### config.mk
export PLATFORM = sky130hd
export DESIGN_NAME = oau_top
export DESIGN_NICKNAME = d
export VERILOG_FILES = /design/src/design/oau_pkg.sv /design/src/design/oau_bit_map.sv /design/src/design/oau_top.sv
export VERILOG_INCLUDE_DIRS = /design/src /design/src/design
export SDC_FILE = /design/constraint.sdc
export NUM_CORES = 1
export LEC_CHECK = 0
export ABC_AREA = 1
export BUFFER_PORTS_ARGS = -buffer_cell sky130_fd_sc_hd__clkbuf_2
export CAP_MARGIN = 20
export CORE_MARGIN = 1
export CORE_UTILIZATION = 40
export CTS_CLUSTER_DIAMETER = 30
export DETAILED_ROUTE_END_ITERATION = 8
export PLACE_DENSITY = 0.65
export SYNTH_ARGS = -nofsm -noshare
export SYNTH_HDL_FRONTEND = slang
export SYNTH_SLANG_ARGS = --single-unit
### constraint.sdc
create_clock -name clk_sys -period 2.5 [get_ports clk_sys]
set_clock_uncertainty 0.05 [all_clocks]
set_input_delay 0.125 -clock clk_sys [delete_from_list [all_inputs] [get_ports clk_sys]]
set_output_delay 0.125 -clock clk_sys [all_outputs]
set_load 0.05 [all_outputs]
### src/design/oau_defs.svh
`ifndef OAU_DEFS_SVH
`define OAU_DEFS_SVH

// address space kinds on the memory side
`define OAU_SPACE_IRAM     4'h1
`define OAU_SPACE_SFR      4'h2
`define OAU_SPACE_XDATA    4'h4
`define OAU_SPACE_CODE     4'h8
`define OAU_SPACE_NONE     4'h0

// direct addresses at or above this byte are special function registers
`define OAU_SFR_BASE       8'h80
// bit-addressable ram starts at this byte
`define OAU_BIT_RAM_BASE   8'h20
// bit number msb splits ram half from register half
`define OAU_BIT_HALF_POS   7
// working register bank select field
`define OAU_BANK_POS       3
`define OAU_BANK_SHIFT     3

// reset values
`define OAU_DATA_POINTER_RST       16'h0000
`define OAU_ACC_RST        8'h00

// cycle counts for the resolve sequence
`define OAU_CYC_SHORT      2'h1
`define OAU_CYC_LONG       2'h2

`endif

### src/design/oau_pkg.sv
package oau_pkg;

	// addressing mode requested by the instruction decoder
	typedef enum logic [7:0] {
		OAU_MODE_DIRECT   = 8'h01,
		OAU_MODE_IND8     = 8'h02,
		OAU_MODE_IND16    = 8'h04,
		OAU_MODE_REG      = 8'h08,
		OAU_MODE_IMPLIED  = 8'h10,
		OAU_MODE_IMM      = 8'h20,
		OAU_MODE_INDEXED  = 8'h40,
		OAU_MODE_BIT      = 8'h80
	} oau_mode_type;

	// sequencer states, one-hot
	typedef enum logic [2:0] {
		OAU_ST_IDLE  = 3'h1,
		OAU_ST_PTR   = 3'h2,
		OAU_ST_DONE  = 3'h4
	} oau_state_type;

endpackage

### src/design/oau_bit_map.sv
`timescale 1ns/100ps
`include "oau_defs.svh"

// ------------------------------------------------------------
// bit address decode
// ------------------------------------------------------------
module oau_bit_map (
	// bit number from the instruction
	input  wire logic [7:0] bit_num,
	// byte address and bit position
	output logic      [7:0] byte_addr,
	output logic      [2:0] bit_pos,
	output logic            in_sfr
);

	// lower half lands in ram, upper half in register bytes at multiples of eight
	always_comb
	begin
		bit_pos = bit_num[2:0];
		in_sfr  = bit_num[`OAU_BIT_HALF_POS];
		if (bit_num[`OAU_BIT_HALF_POS])
			byte_addr = {bit_num[7:3], 3'h0};
		else
			byte_addr = `OAU_BIT_RAM_BASE + {4'h0, bit_num[6:3]};
	end

endmodule

### src/design/oau_top.sv
`timescale 1ns/100ps
`include "oau_defs.svh"

module oau_top (
	// clock and reset
	input  wire logic                 clk_sys,
	input  wire logic                 rst,
	input  wire logic                 external_reset_pin_n,
	// request from the instruction decoder
	input  wire logic                 req_valid,
	input  wire oau_pkg::oau_mode_type req_mode,
	input  wire logic [7:0]           field_byte,
	input  wire logic [2:0]           reg_index,
	input  wire logic                 ptr_sel,
	input  wire logic                 to_xdata,
	input  wire logic                 acc_is_partner,
	// core state needed to resolve
	input  wire logic [1:0]           bank_sel,
	input  wire logic [7:0]           acc_value,
	input  wire logic [15:0]          data_pointer,
	// read port for the working registers in ram
	output logic      [7:0]           ptr_rd_addr,
	input  wire logic [7:0]           ptr_rd_data,
	// resolved operand
	output logic                      res_valid,
	output logic      [15:0]          res_addr,
	output logic      [3:0]           res_space,
	output logic      [7:0]           res_imm,
	output logic                      res_is_imm,
	output logic      [2:0]           res_bit_pos,
	output logic                      res_is_bit,
	output logic                      res_error
);

	// ------------------------------------------------------------
	// reset combine
	// ------------------------------------------------------------
	// the pull-up is outside; a low pin or rst resets, the pin through a two-flop synchroniser.
	// the sync flops reset to the pin's pulled-up idle level, so releasing rst
	// does not produce a false pin reset that would eat the first requests
	logic rst_all;
	logic pin_meta_r;
	logic pin_sync_r;
	assign rst_all = rst; // async part only from rst
	always_ff @(posedge clk_sys or posedge rst)
	begin
		if (rst)
		begin
			pin_meta_r <= 1'b1;
			pin_sync_r <= 1'b1;
		end
		else
		begin
			pin_meta_r <= external_reset_pin_n;
			pin_sync_r <= pin_meta_r;
		end
	end
	logic soft_rst;
	assign soft_rst = ~pin_sync_r;

	// reg slot address from bank and index
	function automatic logic [7:0] slot_addr(input logic [1:0] bank, input logic [2:0] idx);
		slot_addr = {3'h0, bank, idx};
	endfunction

	// direct space from the field's msb
	function automatic logic [3:0] direct_space(input logic [7:0] a);
		direct_space = (a >= `OAU_SFR_BASE) ? `OAU_SPACE_SFR : `OAU_SPACE_IRAM;
	endfunction

	// ------------------------------------------------------------
	// bit decode
	// ------------------------------------------------------------
	logic [7:0] bit_byte;
	logic [2:0] bit_pos_w;
	logic       bit_sfr;
	oau_bit_map u_bit (
		.bit_num   (field_byte),
		.byte_addr (bit_byte),
		.bit_pos   (bit_pos_w),
		.in_sfr    (bit_sfr)
	);

	// ------------------------------------------------------------
	// sequencer and result registers
	// ------------------------------------------------------------
	oau_pkg::oau_state_type st_r, st_nxt;
	logic [15:0] addr_r, addr_nxt;
	logic [3:0]  space_r, space_nxt;
	logic [7:0]  imm_r, imm_nxt;
	logic        isimm_r, isimm_nxt;
	logic [2:0]  bpos_r, bpos_nxt;
	logic        isbit_r, isbit_nxt;
	logic        valid_r, valid_nxt;
	logic        err_r, err_nxt;
	logic        xd_r, xd_nxt;
	logic [7:0]  prd_r, prd_nxt;

	// OAU_MODE_IND8 takes a second cycle to read the pointer register; OAU_MODE_IND16 resolves in one
	always_comb
	begin
		st_nxt    = st_r;
		addr_nxt  = addr_r;
		space_nxt = space_r;
		imm_nxt   = imm_r;
		isimm_nxt = isimm_r;
		bpos_nxt  = bpos_r;
		isbit_nxt = isbit_r;
		valid_nxt = 1'b0;
		err_nxt   = 1'b0;
		xd_nxt    = xd_r;
		prd_nxt   = prd_r;
		case (st_r)
		oau_pkg::OAU_ST_IDLE:
		begin
			if (req_valid)
			begin
				isimm_nxt = 1'b0;
				isbit_nxt = 1'b0;
				imm_nxt   = 8'h00;
				bpos_nxt  = 3'h0;
				// xdata only with the accumulator and only through a pointer
				if (to_xdata && (!acc_is_partner ||
					!(req_mode == oau_pkg::OAU_MODE_IND8 ||
					req_mode == oau_pkg::OAU_MODE_IND16)))
				begin
					err_nxt   = 1'b1;
					valid_nxt = 1'b1;
					space_nxt = `OAU_SPACE_NONE;
					addr_nxt  = 16'h0000;
				end
				else
				begin
					case (req_mode)
					oau_pkg::OAU_MODE_DIRECT:
					begin
						addr_nxt  = {8'h00, field_byte};
						space_nxt = direct_space(field_byte);
						valid_nxt = 1'b1;
					end
					oau_pkg::OAU_MODE_IND8:
					begin
						prd_nxt = slot_addr(bank_sel, {2'h0, ptr_sel});
						xd_nxt  = to_xdata;
						st_nxt  = oau_pkg::OAU_ST_PTR;
					end
					oau_pkg::OAU_MODE_IND16:
					begin
						addr_nxt  = data_pointer;
						space_nxt = to_xdata ? `OAU_SPACE_XDATA : `OAU_SPACE_CODE;
						valid_nxt = 1'b1;
					end
					oau_pkg::OAU_MODE_REG:
					begin
						addr_nxt  = {8'h00, slot_addr(bank_sel, reg_index)};
						space_nxt = `OAU_SPACE_IRAM;
						valid_nxt = 1'b1;
					end
					oau_pkg::OAU_MODE_IMPLIED:
					begin
						addr_nxt  = 16'h0000;
						space_nxt = `OAU_SPACE_NONE;
						valid_nxt = 1'b1;
					end
					oau_pkg::OAU_MODE_IMM:
					begin
						imm_nxt   = field_byte;
						isimm_nxt = 1'b1;
						space_nxt = `OAU_SPACE_NONE;
						addr_nxt  = 16'h0000;
						valid_nxt = 1'b1;
					end
					oau_pkg::OAU_MODE_INDEXED:
					begin
						addr_nxt  = data_pointer + {8'h00, acc_value};
						space_nxt = `OAU_SPACE_CODE;
						valid_nxt = 1'b1;
					end
					oau_pkg::OAU_MODE_BIT:
					begin
						addr_nxt  = {8'h00, bit_byte};
						space_nxt = bit_sfr ? `OAU_SPACE_SFR : `OAU_SPACE_IRAM;
						bpos_nxt  = bit_pos_w;
						isbit_nxt = 1'b1;
						valid_nxt = 1'b1;
					end
					default:
					begin
						err_nxt   = 1'b1;
						valid_nxt = 1'b1;
						space_nxt = `OAU_SPACE_NONE;
					end
					endcase
				end
			end
		end
		oau_pkg::OAU_ST_PTR:
		begin
			addr_nxt  = {8'h00, ptr_rd_data};
			space_nxt = xd_r ? `OAU_SPACE_XDATA : `OAU_SPACE_IRAM;
			valid_nxt = 1'b1;
			st_nxt    = oau_pkg::OAU_ST_IDLE;
		end
		default:
			st_nxt = oau_pkg::OAU_ST_IDLE;
		endcase
	end

	// registers; the synchronised pin is a clocked reset of st_r, valid_r and err_r only
	always_ff @(posedge clk_sys or posedge rst_all)
	begin
		if (rst_all)
		begin
			st_r    <= oau_pkg::OAU_ST_IDLE;
			addr_r  <= 16'h0000;
			space_r <= `OAU_SPACE_NONE;
			imm_r   <= 8'h00;
			isimm_r <= 1'b0;
			bpos_r  <= 3'h0;
			isbit_r <= 1'b0;
			valid_r <= 1'b0;
			err_r   <= 1'b0;
			xd_r    <= 1'b0;
			prd_r   <= 8'h00;
		end
		else if (soft_rst)
		begin
			st_r    <= oau_pkg::OAU_ST_IDLE;
			valid_r <= 1'b0;
			err_r   <= 1'b0;
		end
		else
		begin
			st_r    <= st_nxt;
			addr_r  <= addr_nxt;
			space_r <= space_nxt;
			imm_r   <= imm_nxt;
			isimm_r <= isimm_nxt;
			bpos_r  <= bpos_nxt;
			isbit_r <= isbit_nxt;
			valid_r <= valid_nxt;
			err_r   <= err_nxt;
			xd_r    <= xd_nxt;
			prd_r   <= prd_nxt;
		end
	end

	// outputs straight from flops
	assign ptr_rd_addr = prd_r;
	assign res_valid   = valid_r;
	assign res_addr    = addr_r;
	assign res_space   = space_r;
	assign res_imm     = imm_r;
	assign res_is_imm  = isimm_r;
	assign res_bit_pos = bpos_r;
	assign res_is_bit  = isbit_r;
	assign res_error   = err_r;
endmodule

# Word-level counts from Yosys, hierarchy flattened
# Index checks and enable logic that the tools add are counted.
dict set report totals {
  register_bits 44
  in_bits 60
  output_inout_bits 43
  elab_cells 82
}
dict set report op_classes {
  add_sub_neg 2
  order_cmp 1
  n_eq_ne 16
  muxes 36
  bitwise 1
  reduce_logical 13
}
# op count
set op_table {}
lappend op_table {{one-hot mux 16 bit (6 select lines)} 1}
lappend op_table {{2-to-1 mux 16 bit} 2}
lappend op_table {{one-hot mux 16 bit (2 select lines)} 1}
lappend op_table {{2-to-1 mux 3 bit} 8}
lappend op_table {{2-to-1 mux 8 bit} 3}
lappend op_table {{one-hot mux 4 bit (6 select lines)} 1}
lappend op_table {{adder 16 x 8 -> 16 bit} 1}
lappend op_table {{2-to-1 mux 1 bit} 13}
lappend op_table {{2-to-1 mux 4 bit} 3}
lappend op_table {{!= test 3 bit, second input constant} 4}
lappend op_table {{equality test 8 x 1 -> 1 bit, second input constant} 1}
lappend op_table {{equality test 8 x 2 -> 1 bit, second input constant} 1}
lappend op_table {{equality test 8 x 3 -> 1 bit, second input constant} 1}
lappend op_table {{equality test 8 x 4 -> 1 bit, second input constant} 1}
lappend op_table {{equality test 8 x 5 -> 1 bit, second input constant} 1}
lappend op_table {{equality test 8 x 6 -> 1 bit, second input constant} 1}
lappend op_table {{equality test 8 x 7 -> 1 bit, second input constant} 1}
lappend op_table {{equality test 8 bit, second input constant} 1}
lappend op_table {{greater-or-equal comparator 8 bit, second input constant} 1}
lappend op_table {{!= test 8 x 4 -> 1 bit, second input constant} 1}
lappend op_table {{one-hot mux 4 bit (2 select lines)} 1}
lappend op_table {{AND reduction 4 bit} 2}
lappend op_table {{OR reduction 8 bit} 1}
lappend op_table {{adder 6 x 4 -> 7 bit, first input constant} 1}
lappend op_table {{other kinds (13)} 17}

# Logic depth before layout (Yosys ltp)
# Gate-level depths: netlist of the first run.
dict set report depth {
  word_depth 9
  ltp_mapped 14
  depth_no_buf 14
}

# Cells and area by module
# A second synthesis of the first run with hierarchy kept.
dict set report hier_totals {
  hier_cells 539
  area_unflattened_um2 3487.1
}
# mod instances cells_each area_each_um2 seq_area_each_um2
set modules_own_cells {}
lappend modules_own_cells {oau_top 1 518 3382.0 1079.8}
lappend modules_own_cells {oau_bit_map 1 21 105.1 0.0}

# Worst setup path before layout of the first run
# OpenSTA, ideal clock, no wires.
dict set report synth_timing {
  path_type {reg2reg}
  start {register st_r[0]}
  end {register addr_r[0] (netlist: res_addr[0])}
  setup_ns 0.118
  arrival_time_ns 1.720
  required_time_ns 2.332
  setup_slack_ns 0.613
  path_stages_with_launch 9
  path_buffers 1
  synth_period_minus_slack_ns 1.887
  cell_sequence {dfstp_2 > ha_1 > nand2_1 > nor2_1 > nor2_1 > o21bai_2 > buf_6 > nand2_1 > nand2_1}
}
dict set report synth_between {
  elab_chain_cells 3
  word_cells_on_any_way 7
  classes_between {eq/ne (4); mux (1); reduce/logical (2)}
}
# item line_no
set synth_lines {}
lappend synth_lines {{start: declaration} oau_top.sv:87} ;# oau_pkg::oau_state_type st_r, st_nxt;
lappend synth_lines {{start signal: assignment} oau_top.sv:214} ;# st_r <= oau_pkg::OAU_ST_IDLE;
lappend synth_lines {{start signal: assignment} oau_top.sv:228} ;# st_r <= oau_pkg::OAU_ST_IDLE;
lappend synth_lines {{start signal: assignment} oau_top.sv:234} ;# st_r <= st_nxt;
lappend synth_lines {{equality test 3 x 1 -> 1 bit or equality test 3 x 2 -> 1 bit (tied branches)} oau_top.sv:113} ;# case (st_r)
lappend synth_lines {{!= test 8 x 4 -> 1 bit (no line) (tied with other cells)} -}
lappend synth_lines {{AND reduction 4 bit (no line)} -}
lappend synth_lines {{end signal: assignment} oau_top.sv:235} ;# addr_r <= addr_nxt;
lappend synth_lines {{end: declaration} oau_top.sv:88} ;# logic [15:0] addr_r, addr_nxt;
# Parallel ways exist; a longest one is shown, timed or not.
# A chain may end at the register's enable or synchronous reset.

# Worst setup path after layout of the first run
dict set report layout_timing {
  start {register st_r[0]}
  end {register addr_r[6] (netlist: res_addr[6])}
}
# Same word-level chain as after synthesis.

==> impl_metrics.toml, run 1 <==
[worst_setup_path]
cp_max_fo = 12
start_kind = "register"
end_kind = "register"
crit_arrival_ns = 2.42
r2r_cells = 8
required_ns = 2.68
worst-setup-path-type = "register to register"

[timing]
max_freq_mhz = 446
fin_crit_sh = 0.896
min_period_ns = 2.24
maxSlewHeadroom = 0.647
hold_viol = 0
tightest_slew_ns = 0.530
setup-violations-final = 0
drv_slew = 0
rsz0062_at_grt = "no"
fin_tns_setup_ns = 0

[status]
status = "complete, no violations"

[power]
internal-power_mw = 1.06
p_per_area_nw_per_um2 = 421
power_frac_comb = 0.274
switching_share = 0.361
pwr-share-seq = 0.450
netSwitchingPower_mw = 0.597
p_leak_nw = 2.21
clockPowerShare = 0.275
peakVddDrop_mv = 0.229

[placement]
place_congestion = 0.888
portBuffers = 97
hpwl_um = 7240
dpl.cell_count = 686

[logic_synthesis]
synth_simple_gate_area_frac = 0.440
synth_top_cell_area_share = 0.307
synth-xor-area-share = 0
synth_top_family_by_area = "simple AND/OR/NAND/NOR gates"
yosysUniqueCellTypes = 36
synth_area_leaders = "dfrtp_1, nand2_1, nand3_1"
mappedNetlistArea_sq_um = 3260
synth.avg_cell_area_sq_um = 6.63
synthCells = 491
muxShareOfSynthArea = 0
synth_compound_area_frac = 0.0849
ys_seq_elements = 43
yosys_warnings = 0
ys_seq_area_frac = 0.332
yosysTopAreaCell = "dfrtp_1"
synthAdderAreaFrac = 0.0446

[min_path]
whs_path_depth = 3
holdCritPathClass = "input port to register"

[floorplan]
die_y_um = 92.2
num_rows = 32
initial_core_util = 0.417
dieArea_sq_um = 8510
fp.dieW_um = 92.2
pin_count = 103
core_area_sq_um = 7810

[finish]
finalNonFillerCells = 696
layout_commonest_cell = "nand2_1"
drive_gt1_frac = 0.239
multi_input_area_sq_um = 1870
nNetsFinal = 664
antenna_cells = 0
syn2layout_area_growth_pct = 20.8
utilization = 0.504
final_cell_mix = "nand2_1, clkbuf_2, inv_1"
nFillCells = 813
ff_latch_area_sq_um = 1080

[drt]
wl_per_cell_um = 12.7
drc_errors = 0
first_iter_violations = 173
vias_per_cell = 4.89
routed_wl_um = 8870
vias = 3401
drtAntennaViolNets = 0
drtPass1Iterations = 4

[global_route]
grt_pass1_vias = 3219
grt_overflow = 0
antenna_found_initial = 0
track_usage = 0.220
grt_max_degree = 44
grt_pass1_wl_um = 14900

[clock_network]
cts_made_buffers = 5
cts_resized = 0
htreeDepth = 2
clk_pin_slew_ns = 0.09
clock-sinks = 43
clock_path_buffers = 2
post_cts_buffers = 0
clkLatencyLatePin_ns = 0.30
tritoncts = "built"
cts-root-buf = "clkbuf_8"

[job]
maxCapViolCount = 0
==> power by group through the flow <==
stage / Clock, mW / Combinational, mW / Sequential, mW
5_1_grt: 0.494 / 0.501 / 0.748
4_1_cts: 0.471 / 0.456 / 0.746
3_5_place_dp: 0 / 0.452 / 0.759
6_report: 0.456 / 0.454 / 0.745
2_1_floorplan: 0 / 0.217 / 0.856
3_3_place_gp: 0 / 0.448 / 0.759
==> layout make-up <==
| cell class | instances | area share |
|---|---|---|
| clock buffers | 5 | 0.0175 |
| multi-input cells | 381 | 0.476 |
| clock inverters | 3 | 0.00604 |
| flip-flops and latches | 43 | 0.274 |
| repair buffers | 103 | 0.136 |
| well taps | 102 | 0.0324 |
| inverters | 59 | 0.0569 |
==> registers in the layout, summed over array words and instances, names as in the netlist, 2 cells and up <==
name and cells:
ptr_rd_addr 3, res_addr 16, res_bit_pos 3, res_imm 8, res_space 4, st_r 2
==> through the flow <==
step | area (sq um) | setup slack, ns | hold slack [ns] | total power [mW]
after global routing | 3930 | 0.0953 | 0.0281 | 1.74
after detailed placement | 3820 | 0.267 | 0.172 | 1.21
after global placement | 3820 | 0.379 | 0.163 | 1.21
final | 3930 | 0.260 | 0.0193 | 1.66
after CTS | 3930 | 0.252 | 0.0157 | 1.67
after floorplan | 3270 | 0.613 | 0.0795 | 1.07
==> repair_timing <==
item,CTS,global route
endpoints found under the setup margin,0,0
endpoints found under the hold margin,41,0
hold buffers,2,0
==> critical path, cell delays in order (launching register included) <==
cell      delay (ns)
dfstp_2         0.54
inv_1           0.06
ha_1            0.36
nand2_1         0.15
nor2_1          0.08
nor2_1          0.37
o21bai_2        0.34
nor2_1          0.09
a21oi_1         0.13
==> Yosys cell counts, drive strengths merged <==
master and number:
fa 1, nand3b 7, nor3 6, a21oi 12, nand3 47, nand2 182, nand4 5, o211ai 2
buf 11, ha 10, or2 2, dfstp 3, clkbuf 1, dfrtp 40, nor2 69, o31ai 1
inv 59, conb 1, a41oi 1, o21bai 3, o21ai 28
==> cell families after synthesis <==
logic type	after synthesis
fa+ha+maj	11
other cells	1
flops	43
compound gates	47
simple gates	318
buf+inv	71
==> worst paths after layout <==
kind                                                    to  slack (ns)                  from
min in group asynchronous         res_space[3]$_DFFE_PP0P_        0.44                   rst
worst max register to register     res_addr[6]$_DFFE_PP0P_        0.26   st_r[0]$_DFFE_PP1P_
worst max-delay path               res_addr[6]$_DFFE_PP0P_        0.26   st_r[0]$_DFFE_PP1P_
worst min register to register        pin_sync_r$_DFF_PP1_        0.32  pin_meta_r$_DFF_PP1_
max in group asynchronous             pin_sync_r$_DFF_PP1_        1.59                   rst
worst min-delay path            ptr_rd_addr[0]$_DFFE_PP0P_        0.02               ptr_sel
==> layer usage <==
metal / track usage / wire length [um]
met1: 0.279 / 3950
met2: 0.397 / 4530
met3: 0.0249 / 247
met4: 0.0560 / 129
met5: 0 / 0
(Power assumes the default switching activity.)
==> run 2: changes to the inputs <==
- CORE_UTILIZATION: 40 -> 23
- PLACE_DENSITY: 0.65 -> unset
==> impl_metrics.toml, run 2 (synthesis gave the netlist of run 1 again) <==
[status]
status = "complete, no violations"

[finish]
stdcell_area_sq_um = 4090
largest_reg_flops = 16
final_cell_mix = "nand2_1, clkbuf_2, inv_1"
syn2layout_area_growth_pct = 25.6
drive_gt1_frac = 0.239
utilization = 0.296
antenna_cells = 0
nNetsFinal = 664
layout_commonest_cell = "nand2_1"

[floorplan]
fp.dieW_um = 121
die_y_um = 121
core_area_sq_um = 13800
pin_count = 103
dieArea_sq_um = 14600
num_rows = 43
initial_core_util = 0.236

[clock_network]
cts-root-buf = "clkbuf_16"
tritoncts = "built"
cts_made_buffers = 5
cts_resized = 0
clock-sinks = 43
post_cts_buffers = 0
clkLatencyLatePin_ns = 0.29
clock_path_buffers = 2
htreeDepth = 2
clk_pin_slew_ns = 0.06

[worst_setup_path]
start_kind = "register"
worst-setup-path-type = "register to register"
worstPathBufferInverterCount = 1
path_cells = "inv_1 > ha_1 > nand2_1 > nor2_1 > nor2_1 > o21bai_2 > nor2_1 > a21oi_1"
critical-path-slowest-cell = "dfstp_2"
crit_family = "simple AND/OR/NAND/NOR gates"
slowest_delay_ns = 0.53
crit_arrival_ns = 2.41
end_kind = "register"
cp_max_fo = 12
required_ns = 2.67
cpMostUsedCell = "nor2_1"

[global_route]
track_usage = 0.139
grt_max_degree = 44
grt_overflow = 0
antenna_found_initial = 0
busiest_layer = "met2"
grt_use_met3 = 0.0291
grt_pass1_wl_um = 15800
grt_pass1_vias = 3187
grtUsageMet1 = 0.180
use_met2 = 0.244

[drt]
routed_wl_um = 9760
drc_errors = 0
wl_per_cell_um = 12.6
vias = 3316
vias_per_cell = 4.28
drtAntennaViolNets = 0
first_iter_violations = 171
drtPass1Iterations = 4

[timing]
fin_crit_sh = 0.896
fin_tns_setup_ns = 0
setup-violations-final = 0
maxSlewHeadroom = 0.630
tightest_slew_ns = 0.555
max_freq_mhz = 446
min_period_ns = 2.24
drv_slew = 0
rsz0062_at_grt = "no"
layout_setup_ws_ns = 0.259
hold_viol = 0

[power]
total_power_mw = 1.89
p_leak_nw = 2.24
peakVddDrop_mv = 0.278
p_per_area_nw_per_um2 = 461

[min_path]
holdCritPathClass = "input port to register"

[job]
maxCapViolCount = 0

[placement]
portBuffers = 97
dp_slack_ns = 0.273
place_congestion = 0.869
hpwl_um = 8060
place_area_sq_um = 3920
## run 2: routing by layer
| metal | up-vias | part of all wire | wire length, um |
|---|---|---|---|
| met1 | 1474 | 0.46 | 4520 |
| met2 | 89 | 0.47 | 4630 |
| met3 | 6 | 0.059 | 571 |
| met4 | 0 | 0.0042 | 41 |
| li1 | 1747 | - | - |
| met5 | - | 0 | 0 |
## run 2: what timing repair did
item	in CTS	in global routing
endpoints found under the hold margin	41	0
hold buffers	2	0
endpoints found under the setup margin	0	0
## run 2: worst paths after layout
check | startpoint | endpoint | cells past startpoint | slack, ns
max reg2reg | st_r[0]$_DFFE_PP1P_ | res_addr[6]$_DFFE_PP0P_ | 8 | 0.26
min in group asynchronous | rst | res_addr[15]$_DFFE_PP0P_ | 4 | 0.43
min | ptr_sel | ptr_rd_addr[0]$_DFFE_PP0P_ | 3 | 0.01
min reg2reg | pin_meta_r$_DFF_PP1_ | pin_sync_r$_DFF_PP1_ | 0 | 0.31
max | st_r[0]$_DFFE_PP1P_ | res_addr[6]$_DFFE_PP0P_ | 8 | 0.26
max in group asynchronous | rst | st_r[0]$_DFFE_PP1P_ | 4 | 1.58
## run 2: through the flow
step,std cells,hold slack [ns]
after floorplan,495,0.0795
after global placement,764,0.177
after detailed placement,764,0.184
after CTS,774,0.0125
after global routing,774,0.0134
final,774,0.0133
## run 2: area by class of cell
class | instances | area, sq um
Timing Repair Buffer | 103 | 536
Clock buffer | 5 | 125
Multi-Input combinational cell | 381 | 1870
Fill cell | 1556 | 9740
Tap cell | 180 | 225
Clock inverter | 3 | 26.3
Inverter | 59 | 224
Sequential cell | 43 | 1080
## run 2: report_power, final
| part | total (mW) | internal (mW) | switching [mW] | leakage [nW] |
|---|---|---|---|---|
| logic | 0.462 | 0.132 | 0.330 | 1.59 |
| registers | 0.745 | 0.727 | 0.0182 | 0.570 |
| clock network | 0.678 | 0.379 | 0.299 | 0.0748 |
| total | 1.89 | 1.24 | 0.647 | 2.24 |
## run 2: worst reg2reg max path: cells and delay by family (launching register included)
kind	cells	cell delay [ns]
adders and majority gates	1	0.36
DFF	1	0.53
AOI/OAI and AO/OA	2	0.49
and+or+nand+nor	4	0.68
buffers and inverters	1	0.05
